===== src/bcm_pkg.sv =====
// Shared constants and types of the battery charge monitor core
package bcm_pkg;

    // ----------------------------------------------------------------
    // Clock and timing
    // ----------------------------------------------------------------
    localparam longint CLOCK_HZ = 100_000_000;
    localparam longint SCAN_PERIOD_S = 10;
    localparam longint SCAN_PERIOD_CYCLES = SCAN_PERIOD_S * CLOCK_HZ;

    // ----------------------------------------------------------------
    // Control register layout and reset value
    // ----------------------------------------------------------------
    localparam logic [7:0] CTRL_RESET = 8'h3c;
    localparam int CTRL_ADC_MODE_MSB = 7;
    localparam int CTRL_ADC_MODE_LSB = 6;
    localparam int CTRL_PRESCALE_MSB = 5;
    localparam int CTRL_PRESCALE_LSB = 3;
    localparam int CTRL_PIN_MSB = 2;
    localparam int CTRL_PIN_LSB = 1;
    localparam int CTRL_HALT_BIT = 0;

    // Pin function codes in control bits [2:1]
    localparam logic [1:0] PIN_ALERT = 2'h2;
    localparam logic [1:0] PIN_CHARGE_DONE = 2'h1;

    // Converter mode codes in control bits [7:6]
    localparam logic [1:0] ADC_MODE_SLEEP = 2'h0;
    localparam logic [1:0] ADC_MODE_MANUAL = 2'h1;
    localparam logic [1:0] ADC_MODE_SCAN = 2'h2;
    localparam logic [1:0] ADC_MODE_AUTO = 2'h3;

    // ----------------------------------------------------------------
    // Prescaler and accumulator
    // ----------------------------------------------------------------
    localparam int PRESCALE_W = 13;
    localparam logic [3:0] PRESCALE_MAX_LOG2 = 4'hc;
    localparam logic [15:0] ACC_RESET = 16'h7fff;
    localparam logic [15:0] ACC_FULL = 16'hffff;
    localparam logic [15:0] ACC_EMPTY = 16'h0000;
    localparam logic [15:0] LIMIT_LOW_RESET = 16'h0000;
    localparam logic [15:0] LIMIT_HIGH_RESET = 16'hffff;

    // ----------------------------------------------------------------
    // Limit table index and status flag positions
    // ----------------------------------------------------------------
    localparam int LIMIT_COUNT = 8;
    localparam logic [2:0] LIM_CHG_HI = 3'h0;
    localparam logic [2:0] LIM_CHG_LO = 3'h1;
    localparam logic [2:0] LIM_VOLT_HI = 3'h2;
    localparam logic [2:0] LIM_VOLT_LO = 3'h3;
    localparam logic [2:0] LIM_CURR_HI = 3'h4;
    localparam logic [2:0] LIM_CURR_LO = 3'h5;
    localparam logic [2:0] LIM_TEMP_HI = 3'h6;
    localparam logic [2:0] LIM_TEMP_LO = 3'h7;
    localparam int ST_VOLT = 1;
    localparam int ST_CHG_LO = 2;
    localparam int ST_CHG_HI = 3;
    localparam int ST_TEMP = 4;
    localparam int ST_ACC_LIMIT = 5;
    localparam int ST_CURR = 6;

    // Converter channels in conversion order
    localparam logic [1:0] CH_VOLT = 2'h0;
    localparam logic [1:0] CH_CURR = 2'h1;
    localparam logic [1:0] CH_TEMP = 2'h2;

    typedef enum logic [1:0] {SEQ_SLEEP, SEQ_START, SEQ_WAIT} bcm_seq_type;

endpackage


===== src/bcm_core.sv =====
// Digital core of the battery charge monitor
// Behaviour
// - Control bits [2:1] select alert output or charge-done input for the pin.
// - After reset the pin works in alert mode.
// - Alert mode: open-drain pin pulled low while any status flag is set.
// - Charge-done mode: low pin forces the accumulator to all ones.
// - Prescaler factor programmable from 1 to 4096.
// - Prescaler overflow increments, underflow decrements the accumulator.
// - Polarity from switch state and ramp direction at each reversal.
// - One count equals 0.340 mAh times 50 mOhm/Rsense times factor/4096.
// - Accumulator value is readable at any time.
// - Control write selecting manual mode starts the conversions.
// - Scan mode converts voltage, current, temperature every ten seconds.
// - Each conversion updates its result; converter sleeps after the temperature one.
// - 14, 12 and 11 bit results placed in 16-bit registers.
// - Reset loads defaults; counter runs, converter off.
// - Reset presets accumulator to mid-scale.
// - Reset clears low limits and sets high limits to all ones.
// - Reset enables alert and sets the factor to its maximum.
// - Limits compared continuously; flags set; pin low in alert mode.
`timescale 1ns/100ps
`default_nettype none
module bcm_core
    import bcm_pkg::*;
#(
    parameter longint SCAN_CYCLES = SCAN_PERIOD_CYCLES
) (
    // Clock and reset
    input wire logic CLOCK_I,
    input wire logic RST_I,
    // Integrator front end (asynchronous)
    input wire logic REVERSAL_I,
    input wire logic SWITCH_STATE_I,
    input wire logic RAMP_DIR_I,
    // Control register access
    input wire logic CTRL_WRITE_I,
    input wire logic [7:0] CTRL_DATA_I,
    output logic [7:0] CTRL_O,
    // Accumulator access
    input wire logic ACC_WRITE_I,
    input wire logic [15:0] ACC_DATA_I,
    output logic [15:0] ACC_O,
    // Limit table access
    input wire logic LIMIT_WRITE_I,
    input wire logic [2:0] LIMIT_SEL_I,
    input wire logic [15:0] LIMIT_DATA_I,
    // Status
    input wire logic STATUS_CLEAR_I,
    output logic [7:0] STATUS_O,
    // Converter handshake
    output logic ADC_START_O,
    output logic [1:0] ADC_CHANNEL_O,
    output logic ADC_SLEEP_O,
    input wire logic ADC_DONE_I,
    input wire logic [13:0] ADC_DATA_I,
    // Results
    output logic [15:0] VOLT_O,
    output logic [15:0] CURR_O,
    output logic [15:0] TEMP_O,
    // Alert or charge-done pin
    input wire logic ALERT_PIN_I,
    output logic ALERT_PIN_O,
    output logic ALERT_PIN_OE_O
);
    // ----------------------------------------------------------------
    // Input synchronisation and reversal edge
    // ----------------------------------------------------------------
    logic [3:0] fe_sync;
    logic rev_seen;
    logic rev_tick;
    logic count_up;
    logic pin_level;

    bcm_sync #(.WIDTH(4)) u_sync (
        .CLOCK_I(CLOCK_I),
        .RST_I(RST_I),
        .async_i({ALERT_PIN_I, RAMP_DIR_I, SWITCH_STATE_I, REVERSAL_I}),
        .sync_o(fe_sync)
    );

    assign pin_level = fe_sync[3];
    assign rev_tick = fe_sync[0] && !rev_seen;
    assign count_up = fe_sync[1] ^ fe_sync[2];

    // ----------------------------------------------------------------
    // Control register
    // ----------------------------------------------------------------
    logic [7:0] ctrl;
    logic [7:0] next_ctrl;
    logic [1:0] pin_mode;
    logic [1:0] adc_mode;
    logic alert_mode;
    logic charge_done_mode;
    logic [PRESCALE_W-1:0] factor;

    // Factor is 4 to the power of the code, capped at 4096
    function automatic logic [PRESCALE_W-1:0] prescale_factor(input logic [2:0] code);
        logic [3:0] shift;
        shift = {code, 1'b0};
        if (shift > PRESCALE_MAX_LOG2) begin
            shift = PRESCALE_MAX_LOG2;
        end
        return PRESCALE_W'(1) << shift;
    endfunction

    always_comb begin
        next_ctrl = ctrl;
        if (CTRL_WRITE_I) begin
            next_ctrl = CTRL_DATA_I;
        end
    end

    assign pin_mode = ctrl[CTRL_PIN_MSB:CTRL_PIN_LSB];
    assign adc_mode = ctrl[CTRL_ADC_MODE_MSB:CTRL_ADC_MODE_LSB];
    assign alert_mode = pin_mode == PIN_ALERT;
    assign charge_done_mode = pin_mode == PIN_CHARGE_DONE;
    assign factor = prescale_factor(ctrl[CTRL_PRESCALE_MSB:CTRL_PRESCALE_LSB]);

    // ----------------------------------------------------------------
    // Prescaler and charge accumulator
    // ----------------------------------------------------------------
    logic acc_over;
    logic acc_under;
    logic [15:0] acc;
    logic [15:0] next_acc;
    logic cc_force;

    bcm_prescaler u_prescaler (
        .CLOCK_I(CLOCK_I),
        .RST_I(RST_I),
        .tick_i(rev_tick && !ctrl[CTRL_HALT_BIT]),
        .up_i(count_up),
        .factor_i(factor),
        .over_o(acc_over),
        .under_o(acc_under)
    );

    // One count stands for 0.340 mAh * (50 mOhm / Rsense) * factor / 4096
    // Count weight follows factor
    assign cc_force = charge_done_mode && !pin_level;

    always_comb begin
        next_acc = acc;
        if (cc_force) begin
            next_acc = ACC_FULL;
        end else if (ACC_WRITE_I) begin
            next_acc = ACC_DATA_I;
        end else if (acc_over && acc != ACC_FULL) begin
            next_acc = acc + 16'h0001;
        end else if (acc_under && acc != ACC_EMPTY) begin
            next_acc = acc - 16'h0001;
        end
    end

    assign ACC_O = acc;
    assign CTRL_O = ctrl;

    // ----------------------------------------------------------------
    // Limit table
    // ----------------------------------------------------------------
    logic [15:0] limits [LIMIT_COUNT];
    logic [15:0] next_limits [LIMIT_COUNT];

    always_comb begin
        next_limits = limits;
        if (LIMIT_WRITE_I) begin
            next_limits[LIMIT_SEL_I] = LIMIT_DATA_I;
        end
    end

    // ----------------------------------------------------------------
    // Conversion sequencer
    // ----------------------------------------------------------------
    bcm_seq_type seq;
    bcm_seq_type next_seq;
    logic [1:0] chan;
    logic [1:0] next_chan;
    logic [29:0] scan_count;
    logic [29:0] next_scan_count;
    logic scan_due;
    logic manual_go;
    logic [15:0] volt;
    logic [15:0] curr;
    logic [15:0] temp;
    logic [15:0] next_volt;
    logic [15:0] next_curr;
    logic [15:0] next_temp;

    assign manual_go = CTRL_WRITE_I &&
        CTRL_DATA_I[CTRL_ADC_MODE_MSB:CTRL_ADC_MODE_LSB] == ADC_MODE_MANUAL;
    assign scan_due = adc_mode == ADC_MODE_SCAN && scan_count == 30'(SCAN_CYCLES - 1);

    always_comb begin
        next_seq = seq;
        next_chan = chan;
        next_scan_count = scan_count;
        next_volt = volt;
        next_curr = curr;
        next_temp = temp;
        if (adc_mode != ADC_MODE_SCAN || scan_due) begin
            next_scan_count = '0;
        end else begin
            next_scan_count = scan_count + 30'h00000001;
        end
        unique case (seq)
            SEQ_SLEEP: begin
                if (manual_go || scan_due || adc_mode == ADC_MODE_AUTO) begin
                    next_seq = SEQ_START;
                    next_chan = CH_VOLT;
                end
            end
            SEQ_START: begin
                next_seq = SEQ_WAIT;
            end
            SEQ_WAIT: begin
                if (ADC_DONE_I) begin
                    unique case (chan)
                        CH_VOLT: next_volt = {ADC_DATA_I, 2'h0};
                        CH_CURR: next_curr = {ADC_DATA_I[11:0], 4'h0};
                        default: next_temp = {ADC_DATA_I[10:0], 5'h00};
                    endcase
                    if (chan == CH_TEMP) begin
                        next_seq = SEQ_SLEEP;
                    end else begin
                        next_seq = SEQ_START;
                        next_chan = chan + 2'h1;
                    end
                end
            end
        endcase
    end

    assign ADC_START_O = seq == SEQ_START;
    assign ADC_CHANNEL_O = chan;
    assign ADC_SLEEP_O = seq == SEQ_SLEEP;
    assign VOLT_O = volt;
    assign CURR_O = curr;
    assign TEMP_O = temp;

    // ----------------------------------------------------------------
    // Limit monitor, status and pin
    // ----------------------------------------------------------------
    logic [7:0] status;
    logic [7:0] next_status;
    logic [7:0] events;

    function automatic logic outside(input logic [15:0] v, input logic [15:0] hi,
                                     input logic [15:0] lo);
        return v > hi || v < lo;
    endfunction

    always_comb begin
        events = 8'h00;
        events[ST_CHG_HI] = acc > limits[LIM_CHG_HI];
        events[ST_CHG_LO] = acc < limits[LIM_CHG_LO];
        events[ST_VOLT] = outside(volt, limits[LIM_VOLT_HI], limits[LIM_VOLT_LO]);
        events[ST_CURR] = outside(curr, limits[LIM_CURR_HI], limits[LIM_CURR_LO]);
        events[ST_TEMP] = outside(temp, limits[LIM_TEMP_HI], limits[LIM_TEMP_LO]);
        events[ST_ACC_LIMIT] = acc == ACC_FULL || acc == ACC_EMPTY;
        // A new event beats a clear in the same cycle
        next_status = (STATUS_CLEAR_I ? 8'h00 : status) | events;
    end

    assign STATUS_O = status;
    assign ALERT_PIN_O = 1'b0;
    assign ALERT_PIN_OE_O = alert_mode && status != 8'h00;

    // ----------------------------------------------------------------
    // State registers
    // ----------------------------------------------------------------
    // Power-on defaults
    always_ff @(posedge CLOCK_I or posedge RST_I) begin
        if (RST_I) begin
            ctrl <= CTRL_RESET;
            acc <= ACC_RESET;
            rev_seen <= 1'b0;
            seq <= SEQ_SLEEP;
            chan <= CH_VOLT;
            scan_count <= '0;
            volt <= 16'h0000;
            curr <= 16'h0000;
            temp <= 16'h0000;
            status <= 8'h00;
            for (int i = 0; i < LIMIT_COUNT; i++) begin
                limits[i] <= i[0] ? LIMIT_LOW_RESET : LIMIT_HIGH_RESET;
            end
        end else begin
            ctrl <= next_ctrl;
            acc <= next_acc;
            rev_seen <= fe_sync[0];
            seq <= next_seq;
            chan <= next_chan;
            scan_count <= next_scan_count;
            volt <= next_volt;
            curr <= next_curr;
            temp <= next_temp;
            status <= next_status;
            limits <= next_limits;
        end
    end
endmodule
`default_nettype wire


===== src/bcm_prescaler.sv =====
// Up/down prescaler between integrator reversals and the accumulator
`timescale 1ns/100ps
`default_nettype none
module bcm_prescaler
    import bcm_pkg::*;
(
    // Clock and reset
    input wire logic CLOCK_I,
    input wire logic RST_I,
    // Events
    input wire logic tick_i,
    input wire logic up_i,
    input wire logic [PRESCALE_W-1:0] factor_i,
    output logic over_o,
    output logic under_o
);
    logic [PRESCALE_W-1:0] count;
    logic [PRESCALE_W-1:0] next_count;
    logic [PRESCALE_W-1:0] top;

    assign top = factor_i - PRESCALE_W'(1);

    always_comb begin
        next_count = count;
        over_o = 1'b0;
        under_o = 1'b0;
        if (count > top) begin
            // Factor was lowered below the running count
            next_count = '0;
        end else if (tick_i && up_i) begin
            if (count == top) begin
                next_count = '0;
                over_o = 1'b1;
            end else begin
                next_count = count + PRESCALE_W'(1);
            end
        end else if (tick_i) begin
            if (count == '0) begin
                next_count = top;
                under_o = 1'b1;
            end else begin
                next_count = count - PRESCALE_W'(1);
            end
        end
    end

    always_ff @(posedge CLOCK_I or posedge RST_I) begin
        if (RST_I) begin
            count <= '0;
        end else begin
            count <= next_count;
        end
    end
endmodule
`default_nettype wire


===== src/bcm_sync.sv =====
// Two-stage synchroniser for asynchronous level inputs
`timescale 1ns/100ps
`default_nettype none
module bcm_sync #(
    parameter int WIDTH = 1
) (
    // Clock and reset
    input wire logic CLOCK_I,
    input wire logic RST_I,
    // Levels
    input wire logic [WIDTH-1:0] async_i,
    output logic [WIDTH-1:0] sync_o
);
    logic [WIDTH-1:0] stage1;
    logic [WIDTH-1:0] stage2;

    always_ff @(posedge CLOCK_I or posedge RST_I) begin
        if (RST_I) begin
            stage1 <= '0;
            stage2 <= '0;
        end else begin
            stage1 <= async_i;
            stage2 <= stage1;
        end
    end

    assign sync_o = stage2;
endmodule
`default_nettype wire


===== config.mk =====
export PLATFORM = sky130hd
export DESIGN_NAME = bcm_core
export DESIGN_NICKNAME = d
export VERILOG_FILES = /design/src/bcm_pkg.sv /design/src/bcm_core.sv /design/src/bcm_prescaler.sv /design/src/bcm_sync.sv
export SDC_FILE = /design/constraint.sdc
export NUM_CORES = 1
export LEC_CHECK = 0
export ABC_AREA = 1
export BUFFER_PORTS_ARGS = -buffer_cell sky130_fd_sc_hd__buf_2
export CAP_MARGIN = 20
export CORE_ASPECT_RATIO = 1.5
export CORE_UTILIZATION = 60
export DETAILED_ROUTE_END_ITERATION = 8
export PLACE_DENSITY = 0.81
export SYNTH_ARGS = -nofsm -noshare
export SYNTH_HDL_FRONTEND = slang
export SYNTH_HIERARCHICAL = 1
export SYNTH_SLANG_ARGS = --single-unit

===== constraint.sdc =====
create_clock -name CLOCK_I -period 15.2 [get_ports CLOCK_I]
set_input_delay 0 -clock CLOCK_I [delete_from_list [all_inputs] [get_ports CLOCK_I]]
set_output_delay 0 -clock CLOCK_I [all_outputs]
set_load 0.005 [all_outputs]

Word level (Yosys, flattened, before mapping)
Cells that the tools add are included.
- mux-type cells: 30
- add/sub/neg operators: 7
- eq/ne operators: 17
- shifts and indexed selects: 1
- reductions and logical operators: 35
- bitwise gates (word level): 4
- magnitude comparators: 12
- operators with widths (cell ; number):
    128-bit bitwise mux ; 1
    16-bit two-way mux ; 5
    13-bit two-way mux ; 5
    16-bit greater-than comparator ; 4
    16-bit < comparator ; 4
    16-bit demux with 3-bit select ; 1
    30-bit by 1-bit adder with 30-bit output, second input constant ; 1
    30-bit == test, second input constant ; 1
    30-bit two-way mux ; 1
    13-bit by 1-bit subtractor with 13-bit output, second input constant ; 2
    16-bit by 1-bit adder with 16-bit output, second input constant ; 1
    16-bit == test, second input constant ; 1
    16-bit zero test ; 1
    16-bit != test, second input constant ; 1
    16-bit nonzero test ; 1
    16-bit by 1-bit subtractor with 16-bit output, second input constant ; 1
    13-bit by 1-bit adder with 13-bit output, second input constant ; 1
    13-bit == test ; 1
    13-bit greater-than comparator ; 1
    13-bit zero test ; 1
    1-bit by 4-bit left shift with 13-bit output, first input constant ; 1
    2-bit == test, second input constant ; 5
    1-bit logical AND ; 10
    2-bit two-way mux ; 5
    other kinds (27) ; 50
- bits in registers: 253
- bits of input ports: 68
- output and inout port bits: 86
- logic and storage cells: 127

Depth between registers and ports, before layout
Gate-level depths: netlist of the first run.
- word-level depth: 12
- depth in mapped cells: 30
- mapped depth without buffers: 30

Hierarchy
Netlist of the first run, hierarchy kept.
- by module, submodules not included (module ; instances ; area an instance (um2) ; cells each ; seq. area each (um2)):
    bcm_core ; 1 ; 13261.5 ; 1658 ; 5859.4
    bcm_prescaler ; 1 ; 2223.4 ; 381 ; 325.3
    bcm_sync ; 1 ; 203.9 ; 9 ; 200.2

Least setup slack after synthesis of the first run
No wires, ideal clock.
- path type: register -> register
- start point: reg ctrl[4] (netlist: CTRL_O[4])
- end point: reg acc[6] (netlist: ACC_O[6])
- data required time: 15.127 ns
- clock period less this slack: 3.793 ns
- path buffers: 0
- path slack: 11.407 ns
- arrival time: 3.720 ns
- library setup time: 0.073 ns
- cell stages (with the launch flop): 26
- cells stage by stage: dfstp_2 nor3_1 inv_1 ha_1 nand2_1 nor2_1 nand2_1 xor2_1 ha_1 nand2_2 nor2_4 nand3_2 clkinv_1 nand3_1 inv_1 o21ai_4 ha_1 a21oi_1 nand2_1 nand2_1 nand2_1 or2_2 nand3_1 nand4_1 nand2_1 inv_1
- longest elaborated chain between the ends: 12
- elaborated cells on any way between the ends: 16
- those cells by class: add/sub (1); order compare (2); eq/ne (1); shift (1); mux (8); reduce/logical (3)
- RTL lines (what ; RTL line ; source):
    start: declaration ; bcm_core.sv:88 ; logic [7:0] ctrl;
    start signal: assignment ; bcm_core.sv:288 ; ctrl <= next_ctrl;
    4-bit greater-than comparator ; bcm_core.sv:100 ; if (shift > PRESCALE_MAX_LOG2) begin
    4-bit two-way mux (*) ; bcm_core.sv:100 ;
    1-bit by 4-bit left shift with 13-bit output (*) ; bcm_core.sv:103 ; return PRESCALE_W'(1) << shift;
    named net factor[0] ; bcm_core.sv:94 ; logic [PRESCALE_W-1:0] factor;
    13-bit by 1-bit subtractor with 13-bit output (*) ; bcm_prescaler.sv:21 ; assign top = factor_i - PRESCALE_W'(1);
    parallel branches: the longest is 3 deep, another holds 13-bit greater-than comparator ; n/a ;
    1-bit two-way mux (*) ; bcm_prescaler.sv:27 ; if (count > top) begin
    named net acc_over ; bcm_core.sv:122 ; logic acc_over;
    1-bit logical AND (*) ; bcm_core.sv:148 ; end else if (acc_over && acc != ACC_FULL) begin
    16-bit two-way mux ; bcm_core.sv:148 ;
    16-bit two-way mux ; bcm_core.sv:146 ; end else if (ACC_WRITE_I) begin
    16-bit two-way mux ; bcm_core.sv:144 ; if (cc_force) begin
    end signal: assignment ; bcm_core.sv:289 ; acc <= next_acc;
    end: declaration ; bcm_core.sv:124 ; logic [15:0] acc;
Mark *: on every way through the listed nets, which the timed path passes.
A chain may end at the register's enable or synchronous reset.

Worst setup path in the final report of the first run
Ends and elaborated chain as after synthesis.

==> results of run 1 <==
## power groups by stage
stage	Clock, mW	Sequential, mW	Combinational [mW]
2_1_floorplan	0	0.966	0.836
3_3_place_gp	0	1.05	1.05
3_5_place_dp	0	1.06	1.09
4_1_cts	0.681	1.05	1.12
5_1_grt	0.706	1.07	1.30
6_report	0.675	1.05	1.13
## flip-flops by register name, indices dropped and copies added, names as in the netlist
register	count
CTRL_O	8
scan_count	30
rev_seen	1
u_prescaler/count	13
u_sync/sync_o	4
TEMP_O	11
limits	128
STATUS_O	6
ADC_CHANNEL_O	2
VOLT_O	14
seq	2
u_sync/stage1	4
ACC_O	16
CURR_O	12
## what timing repair did
item                      4_1_cts  5_1_grt
hold buffers                   80        0
hold endpoints to repair      272        0
gates resized for setup         0        0
## cell families after synthesis
group                    synth area share [%]
AO/OA/AOI/OAI                            11.4
XOR/XNOR                                 1.34
adder cells (fa/ha/maj)                  11.4
buffers and inverters                    9.76
flip-flops                               40.7
multiplexers                            0.215
other                                  0.0239
AND/OR/NAND/NOR                          25.2
## metrics by stage
stage,hold WS (ns),setup slack [ns],instances
2_1_floorplan,-0.184,9.03,2081
3_3_place_gp,0.00496,10.97,2490
3_5_place_dp,0.0196,10.88,2490
4_1_cts,0.00500,10.83,2618
5_1_grt,0.0636,10.43,2618
6_report,0.0268,10.77,2618
## Yosys cell counts, types with 19 or more instances
cell / instances
nand2_1: 519
inv_1: 300
dfstp_2: 83
nor2_1: 139
nand4_1: 39
xor2_1: 19
ha_1: 141
o21ai_0: 220
a21oi_1: 103
dfrtp_1: 168
clkbuf_1: 33
nand3_1: 125
nor3_1: 30
## layer usage
| layer | vias up | GRT usage, % | wire (µm) |
|---|---|---|---|
| li1 | 7038 | - | - |
| met1 | 6832 | 38.8 | 17400 |
| met2 | 508 | 61.6 | 22100 |
| met3 | 163 | 3.66 | 2020 |
| met4 | 0 | 20.5 | 2730 |
| met5 | - | 0 | 0 |
## path summary, 6_finish.rpt
check / to / cells after the start
min in group asynchronous: u_prescaler/count[2] / 3
setup reg to reg: ACC_O[6] / 25
hold / removal: ACC_O[13] / 7
setup / recovery: ACC_O[6] / 25
max in group asynchronous: TEMP_O[13] / 5
hold reg to reg: u_sync/sync_o[3] / 0
## worst max-delay path, stage by stage (launching register included)
cell	delay, ns
dfstp_2	0.59
nor3_1	0.09
inv_1	0.16
ha_1	0.28
nand2_1	0.13
nor2_1	0.15
nand2_1	0.08
xor2_1	0.16
ha_1	0.34
nand2_2	0.09
nor2_4	0.13
nand3_2	0.08
clkinv_1	0.07
nand3_1	0.19
inv_1	0.20
o21ai_4	0.20
ha_1	0.41
a21oi_1	0.16
nand2_1	0.12
nand2_1	0.08
nand2_1	0.09
or2_2	0.29
nand3_1	0.07
nand4_1	0.08
nand2_1	0.09
inv_1	0.04
## layout make-up
class / count / area [µm²]
clock buffers: 36 / 749
clock inverters: 12 / 145
fillers: 2035 / 7480
inverters: 306 / 1160
multi-input cells: 1457 / 7900
flip-flops and latches: 251 / 6380
well taps: 333 / 417
repair buffers: 223 / 1530
==> flow_metrics.py, run 1 <==
metrics = {
    "power": {
        "power_frac_comb_pct": 39.6,
        "internal_power_mw": 1.69,
        "power_density_mw_per_mm2": 156,
        "p_sw_share_pct": 40.8,
        "p_sw_mw": 1.17,
        "power_mw": 2.86,
        "clockPowerShare_pct": 23.6,
        "leakagePower_nw": 9.24,
        "ir_drop_mv": 0.124,
        "p_seq_share_pct": 36.8,
    },
    "floorplanning": {
        "start_util_pct": 60.9,
        "die_y_um": 200,
        "core_mm2": 0.0258,
        "die-area_mm2": 0.0268,
        "io_pins": 154,
        "fp.dieW_um": 134,
        "row_count": 72,
    },
    "clock_network": {
        "cts_setup_buffers": 0,
        "cts_tree": "done",
        "cts_max_level": 1,
        "worstSkewPairLatency_ns": 0.55,
        "clock_sinks": 251,
        "cts-root-buf": "clkbuf_16",
        "clk_pin_slew_ns": 0.06,
        "cts_buffers": 26,
        "clockBufferDepth": 3,
    },
    "sta": {
        "setup_viol_count_final": 0,
        "skew_ns": 0.0168,
        "hold_viol_final": 0,
        "fmax_mhz": 225,
        "tightest_slew_ns": 1.02,
        "fin_crit_sh_pct": 29.2,
        "min_period_ns": 4.43,
        "drv_slew": 0,
        "setup_tns_ns": 0,
        "relSlewSlack_pct": 31.7,
        "rsz0062_at_grt": "false",
    },
    "finish": {
        "finalNetCount": 2475,
        "num_antenna_cells": 0,
        "drive_above_1_share_pct": 13.9,
        "post-route-util_pct": 70.9,
        "final_cell_mix": "nand2_1 (519), inv_1 (299), o21ai_0 (220), dfrtp_1 (168), ha_1 (141)",
        "area_delta_synth_final_pct": 16.5,
        "final_common_cell": "nand2_1",
        "final_cell_area_mm2": 0.0183,
    },
    "global_route": {
        "antenna_found_initial": 0,
        "track_usage_pct": 34.1,
        "grt_pass1_vias": 14456,
        "grt_pass1_wl_mm": 71.4,
        "grt_max_degree": 102,
        "overflow": 0,
    },
    "yosys": {
        "synth_area_mm2": 0.0157,
        "synth_edf_count": 0,
        "ys_seq_elements": 251,
        "synth-main-ff-cell": "dfrtp_1",
        "syn_inst": 2048,
        "yosysSeqAreaShare_pct": 40.7,
        "synthArstFlopShare_pct": 100,
        "synth_area_leaders": "dfrtp_1 (27%), dfstp_2 (14%), nand2_1 (12%)",
        "synth_top_cell_by_area": "dfrtp_1",
        "synth_top_area_share_pct": 26.8,
        "synth_area_per_cell_um2": 7.66,
        "yosysWarnings": 6,
        "ys_types": 47,
    },
    "placed_design": {
        "placed_area_mm2": 0.0166,
        "hpwl_mm": 31.4,
        "place.gp.congestion": 0.960,
        "portBuffers": 139,
    },
    "setup_path": {
        "start_kind": "flop",
        "crit_start": "CTRL_O[4]",
        "timing.rr.start": "CTRL_O[4]",
        "r2r_slack_ns": 10.77,
        "cp.arrival_ns": 4.92,
        "required_ns": 15.68,
        "cp-end-kind": "flop",
        "path_max_fanout": 21,
        "path_class": "reg -> reg",
    },
    "detailed_routing": {
        "postRouteAntennaNets": 0,
        "drc": 0,
        "finalWirelength_mm": 44.3,
        "first_pass_iters": 6,
        "num_vias": 14541,
        "wire_per_inst_um": 16.9,
        "via_per_inst": 5.55,
        "drt_iter0_markers": 902,
    },
    "min_path": {
        "hp-class": "in -> reg",
        "hp-start": "ACC_WRITE_I",
    },
    "run_status": {
        "status": "finished, final reports clean",
    },
    "job": {
        "max_cap_viol_count": 0,
    },
}
(Power assumes the default switching activity.)
==> run 2: changes to the inputs <==
clock period = 4.5 ns   (was 15.2 ns; I/O delays follow)
==> run 2 against run 1 <==
Compared with the run above: critical path depth increased by 1; highest routed layer unchanged; via count increased by 0.30%; final area increased by 0.71%; register-to-register slack got worse by 10 ns; sequential share of layout area decreased by 0.25 points; utilization increased by 0.50 points; hold slack improved by 0.0094 ns; non-clock buffer count increased by 8; wire length increased by 0.55%.
==> flow_metrics.py, run 2 (same netlist as run 1, synthesis figures left out) <==
metrics = {
    "finish": {
        "area_delta_synth_final_pct": 17.3,
        "final_common_cell": "nand2_1",
        "largest_register": "limits",
        "num_antenna_cells": 0,
        "finalNetCount": 2484,
        "final_cell_mix": "nand2_1 (519), inv_1 (297), o21ai_0 (219), dfrtp_1 (168), buf_2 (139)",
        "stdcell_count": 2625,
        "drive_above_1_share_pct": 14.8,
        "largest_reg_flops": 128,
    },
    "power": {
        "power_density_mw_per_mm2": 525,
        "leakagePower_nw": 9.26,
        "p_seq_share_pct": 36.4,
        "power_frac_comb_pct": 40.5,
        "clockPowerShare_pct": 23.1,
        "internal_power_mw": 5.72,
        "ir_drop_mv": 0.458,
        "p_sw_mw": 3.94,
        "p_sw_share_pct": 40.8,
    },
    "placed_design": {
        "dp_cells": 2500,
        "hpwl_mm": 31.2,
        "portBuffers": 139,
        "place.gp.congestion": 0.978,
    },
    "clock_network": {
        "clock_sinks": 251,
        "cts-root-buf": "clkbuf_16",
        "cts_buffers": 25,
        "worstSkewPairLatency_ns": 0.53,
        "cts_tree": "done",
        "cts_max_level": 1,
        "clk_pin_slew_ns": 0.07,
        "cts_setup_buffers": 0,
        "clockBufferDepth": 3,
    },
    "sta": {
        "setup_viol_count_final": 0,
        "min_period_ns": 4.12,
        "tightest_slew_ns": 1.03,
        "relSlewSlack_pct": 31.1,
        "rsz0062_at_grt": "false",
        "fin_crit_sh_pct": 91.5,
        "hold_viol_final": 0,
        "drv_slew": 0,
        "setup_tns_ns": 0,
        "skew_ns": 0.0166,
        "fmax_mhz": 243,
    },
    "min_path": {
        "min_to": "ACC_O[0]",
        "hp-class": "in -> reg",
        "worstHoldPathCells": 5,
        "hp-start": "ACC_WRITE_I",
    },
    "floorplanning": {
        "fp.dieW_um": 134,
        "core_mm2": 0.0258,
        "start_util_pct": 60.9,
        "die_y_um": 200,
        "die-area_mm2": 0.0268,
        "io_pins": 154,
        "row_count": 72,
    },
    "global_route": {
        "grt_max_degree": 146,
        "antenna_found_initial": 0,
        "track_usage_pct": 33.3,
        "overflow": 0,
        "grt_pass1_wl_mm": 70.4,
        "grt_pass1_vias": 14333,
    },
    "detailed_routing": {
        "wire_per_inst_um": 17.0,
        "finalWirelength_mm": 44.6,
        "drt_iter0_markers": 1011,
        "drc": 0,
        "num_vias": 14585,
        "postRouteAntennaNets": 0,
        "via_per_inst": 5.56,
        "first_pass_iters": 5,
    },
    "setup_path": {
        "worstPathBufferInverterCount": 3,
        "slowest_delay_ns": 0.58,
        "critPathMostFrequentCell": "nand2_1",
        "r2r_cells": 26,
        "cp-end-kind": "flop",
        "r2r_slack_ns": 0.38,
        "crit-reg2reg-capture": "ACC_O[5]",
        "slowest_stage": "dfstp_2",
        "timing.rr.start": "CTRL_O[5]",
        "start_kind": "flop",
        "required_ns": 4.95,
        "path_max_fanout": 10,
        "path_class": "reg -> reg",
        "cp_top_family": "simple AND/OR/NAND/NOR gates",
        "cp.arrival_ns": 4.57,
    },
    "job": {
        "max_cap_viol_count": 0,
    },
    "run_status": {
        "status": "finished, final reports clean",
    },
}
[run 2: cell count changes in the layout (fill, tap and decap cells not counted), sizes merged]
cell | previous run | this run
buf | 143 | 153
clkbuf | 36 | 32
clkinvlp | 1 | 4
clkinv | 8 | 6
dlygate4sd3 | 80 | 78
o21ai | 222 | 224
[run 2: stage by stage]
step | power, mW | cell area, µm² | worst slack [ns] | hold WS (ns) | util, %
2_1_floorplan | 6.09 | 15800 | 0.707 | -0.184 | -
3_3_place_gp | 7.10 | 16700 | 0.316 | -0.0105 | 64.7
3_5_place_dp | 7.27 | 16700 | 0.193 | 0.00614 | 64.7
4_1_cts | 9.58 | 18300 | 0.204 | 0.0156 | 71.1
5_1_grt | 10.4 | 18400 | 0.00626 | 0.0724 | 71.5
6_report | 9.66 | 18400 | 0.380 | 0.0362 | 71.5
[run 2: layout make-up]
class / count / area (µm²)
Inverter: 306 / 1150
Fill cell: 2024 / 7350
Clock buffer: 32 / 702
Clock inverter: 13 / 169
Timing Repair Buffer: 231 / 1590
Multi-Input combinational cell: 1459 / 7990
Tap cell: 333 / 417
Sequential cell: 251 / 6380
[run 2: worst max path at each step]
stage | from | endpoint | slack, ns | cells past startpoint
detailed placement | CTRL_O[4] | ACC_O[6] | 0.19 | 25
global route | CTRL_O[4] | ACC_O[15] | 0.006 | 26
finish | CTRL_O[5] | ACC_O[5] | 0.38 | 26
CTS | CTRL_O[4] | ACC_O[6] | 0.20 | 25
global placement | CTRL_O[4] | ACC_O[6] | 0.32 | 25
floorplan | CTRL_O[4] | ACC_O[6] | 0.71 | 25
[run 2: worst min-delay path: stages]
cell and delay [ns]:
buf_2 0.22, nand2_1 0.10, o211ai_1 0.08, nand2_1 0.06, o21ai_0 0.07
[run 2: layer usage]
layer / wire length, µm / GRT usage, % / vias to the layer above
li1: - / - / 7044
met1: 17100 / 38.5 / 6831
met2: 22400 / 60.7 / 550
met3: 2710 / 3.81 / 160
met4: 2360 / 17.1 / 0
met5: 0 / 0 / -
[run 2: repair_timing]
item / 4_1_cts / 5_1_grt
endpoints found under the hold margin: 289 / 0
endpoints found under the setup margin: 0 / 12
hold buffers: 78 / 0
gates resized for setup: 0 / 13
[run 2: power by group through the flow]
stage / logic [mW] / registers (mW) / clock network, mW
floorplan: 2.82 / 3.26 / 0
global placement: 3.60 / 3.51 / 0
detailed placement: 3.74 / 3.53 / 0
CTS: 3.84 / 3.50 / 2.25
global route: 4.48 / 3.57 / 2.34
finish: 3.91 / 3.52 / 2.23
==> run 3: changes to the inputs <==
CELL_PAD_IN_SITES_DETAIL_PLACEMENT = 1   (was default)
CELL_PAD_IN_SITES_GLOBAL_PLACEMENT = 2   (was default)
CORE_UTILIZATION = 35   (was 60)
PLACE_DENSITY = default   (was 0.81)
PLACE_DENSITY_LB_ADDON = 0.1   (was default)
==> run 3 against run 2 <==
Compared with the run above: die area increased by 70%; critical endpoint is now ACC_O[6]; largest power group unchanged; final area rose by 3.1%; utilization fell by 28 points; global-route usage down 10 points; highest routed layer unchanged.
==> flow_metrics.py, run 3 (same netlist as run 1, synthesis figures left out) <==
metrics = {
    "finish": {
        "multiInputGateArea_mm2": 0.00798,
        "post-route-util_pct": 43.2,
        "num_antenna_cells": 0,
        "finalNetCount": 2509,
        "fill_cells": 5511,
        "area_delta_synth_final_pct": 21.0,
        "drive_above_1_share_pct": 15.4,
        "largest_register": "limits",
        "largest_reg_flops": 128,
        "register_area_mm2": 0.00638,
        "final_cell_mix": "nand2_1 (516), inv_1 (298), o21ai_0 (219), dfrtp_1 (168), buf_2 (139)",
        "final_common_cell": "nand2_1",
    },
    "detailed_routing": {
        "first_pass_iters": 5,
        "drt_iter0_markers": 517,
        "num_vias": 14404,
        "finalWirelength_mm": 51.8,
        "wire_per_inst_um": 17.9,
        "postRouteAntennaNets": 0,
        "drc": 0,
        "via_per_inst": 4.97,
    },
    "global_route": {
        "overflow": 0,
        "grt_pass1_wl_mm": 83.2,
        "grt_max_degree": 144,
        "grt_pass1_vias": 15404,
        "antenna_found_initial": 0,
        "track_usage_pct": 23.1,
    },
    "min_path": {
        "hp-start": "LIMIT_SEL_I[1]",
        "hp-class": "in -> reg",
        "worstHoldPathCells": 4,
        "min_to": "limits[31]",
    },
    "sta": {
        "hold-worst-slack_ns": 0.0182,
        "rsz0062_at_grt": "false",
        "skew_ns": 0.0108,
        "hold_viol_final": 0,
        "fin_crit_sh_pct": 91.1,
        "relSlewSlack_pct": 31.6,
        "setup_viol_count_final": 0,
        "drv_slew": 0,
        "tightest_slew_ns": 1.02,
        "setup_tns_ns": 0,
        "fmax_mhz": 244,
        "layout_setup_ws_ns": 0.400,
        "min_period_ns": 4.10,
    },
    "setup_path": {
        "start_kind": "flop",
        "timing.rr.start": "CTRL_O[5]",
        "critPathMostFrequentCell": "nand2_1",
        "r2r_cells": 26,
        "cp.arrival_ns": 4.60,
        "crit-reg2reg-capture": "ACC_O[6]",
        "path_class": "reg -> reg",
        "r2r_slack_ns": 0.40,
        "required_ns": 5.00,
        "slowest_delay_ns": 0.58,
        "cp-end-kind": "flop",
        "slowest_stage": "dfstp_2",
        "path_max_fanout": 7,
    },
    "clock_network": {
        "cts_buffers": 29,
        "clk_pin_slew_ns": 0.06,
        "clockBufferDepth": 3,
        "cts_max_level": 1,
        "cts_tree": "done",
        "clock_sinks": 251,
        "worstSkewPairLatency_ns": 0.57,
        "cts-root-buf": "clkbuf_16",
    },
    "power": {
        "power_density_mw_per_mm2": 522,
        "leakagePower_nw": 9.39,
        "ir_drop_mv": 0.285,
    },
    "run_status": {
        "status": "finished, final reports clean",
    },
    "floorplanning": {
        "io_pins": 154,
        "row_count": 94,
        "die_y_um": 261,
        "core_mm2": 0.0440,
        "fp.dieW_um": 175,
        "die-area_mm2": 0.0457,
        "start_util_pct": 35.7,
    },
    "placed_design": {
        "place.gp.congestion": 0.864,
        "portBuffers": 139,
        "place_ws_ns": 0.0833,
        "hpwl_mm": 38.9,
    },
    "job": {
        "max_cap_viol_count": 0,
    },
}
-- run 3: worst max-delay path by stage --
stage                     slack (ns)  startpoint   endpoint  cells after the start
after floorplan                 0.71   CTRL_O[4]   ACC_O[6]                     25
final                           0.40   CTRL_O[5]   ACC_O[6]                     26
after global placement          0.23   CTRL_O[4]   ACC_O[6]                     25
after global routing            0.02   CTRL_O[5]  ACC_O[15]                     29
after detailed placement        0.08   CTRL_O[4]   ACC_O[6]                     25
after CTS                       0.04   CTRL_O[4]   ACC_O[6]                     25
-- run 3: what timing repair did --
item,CTS,global route
endpoints found under the hold margin,210,1
endpoints found under the setup margin,0,12
gates resized for setup,0,21
hold buffers,86,2
buffers inserted,0,4
-- run 3: worst max-delay path, delay by kind of cell, from the launching register on --
kind            cells  cell delay [ns]
simple gates       17             1.97
fa+ha+maj           2             0.67
flops               1             0.58
buf+inv             4             0.37
compound gates      2             0.29
xor+xnor            1             0.16
-- run 3: cell type report --
cell class / count / share of cell area (%)
tap: 576 / 3.80
inverter: 306 / 6.08
multi-input combinational: 1458 / 42.0
timing repair buffer: 253 / 9.50
clock buffer: 43 / 4.42
clock inverter: 9 / 0.567
sequential: 251 / 33.6
-- run 3: metal layers --
metal / vias up / wire length [µm] / track usage [%]
met1: 7014 / 20700 / 25.8
li1: 7074 / - / -
met4: 0 / 2080 / 9.49
met5: - / 0 / 0
met3: 93 / 1250 / 2.13
met2: 223 / 27800 / 44.6
-- run 3: where the power goes --
part / total (mW) / switching [mW] / internal (mW)
clock: 2.39 / 0.996 / 1.40
sequential: 3.44 / 0.580 / 2.86
combinational: 4.08 / 2.49 / 1.59
-- run 3: through the flow --
step | instances | instance area [µm²] | power, mW
6_report | 2896 | 19000 | 9.92
5_1_grt | 2896 | 19000 | 10.8
3_5_place_dp | 2750 | 17000 | 7.53
4_1_cts | 2888 | 18800 | 10.1
2_1_floorplan | 2081 | 15800 | 6.09
3_3_place_gp | 2750 | 17000 | 7.37
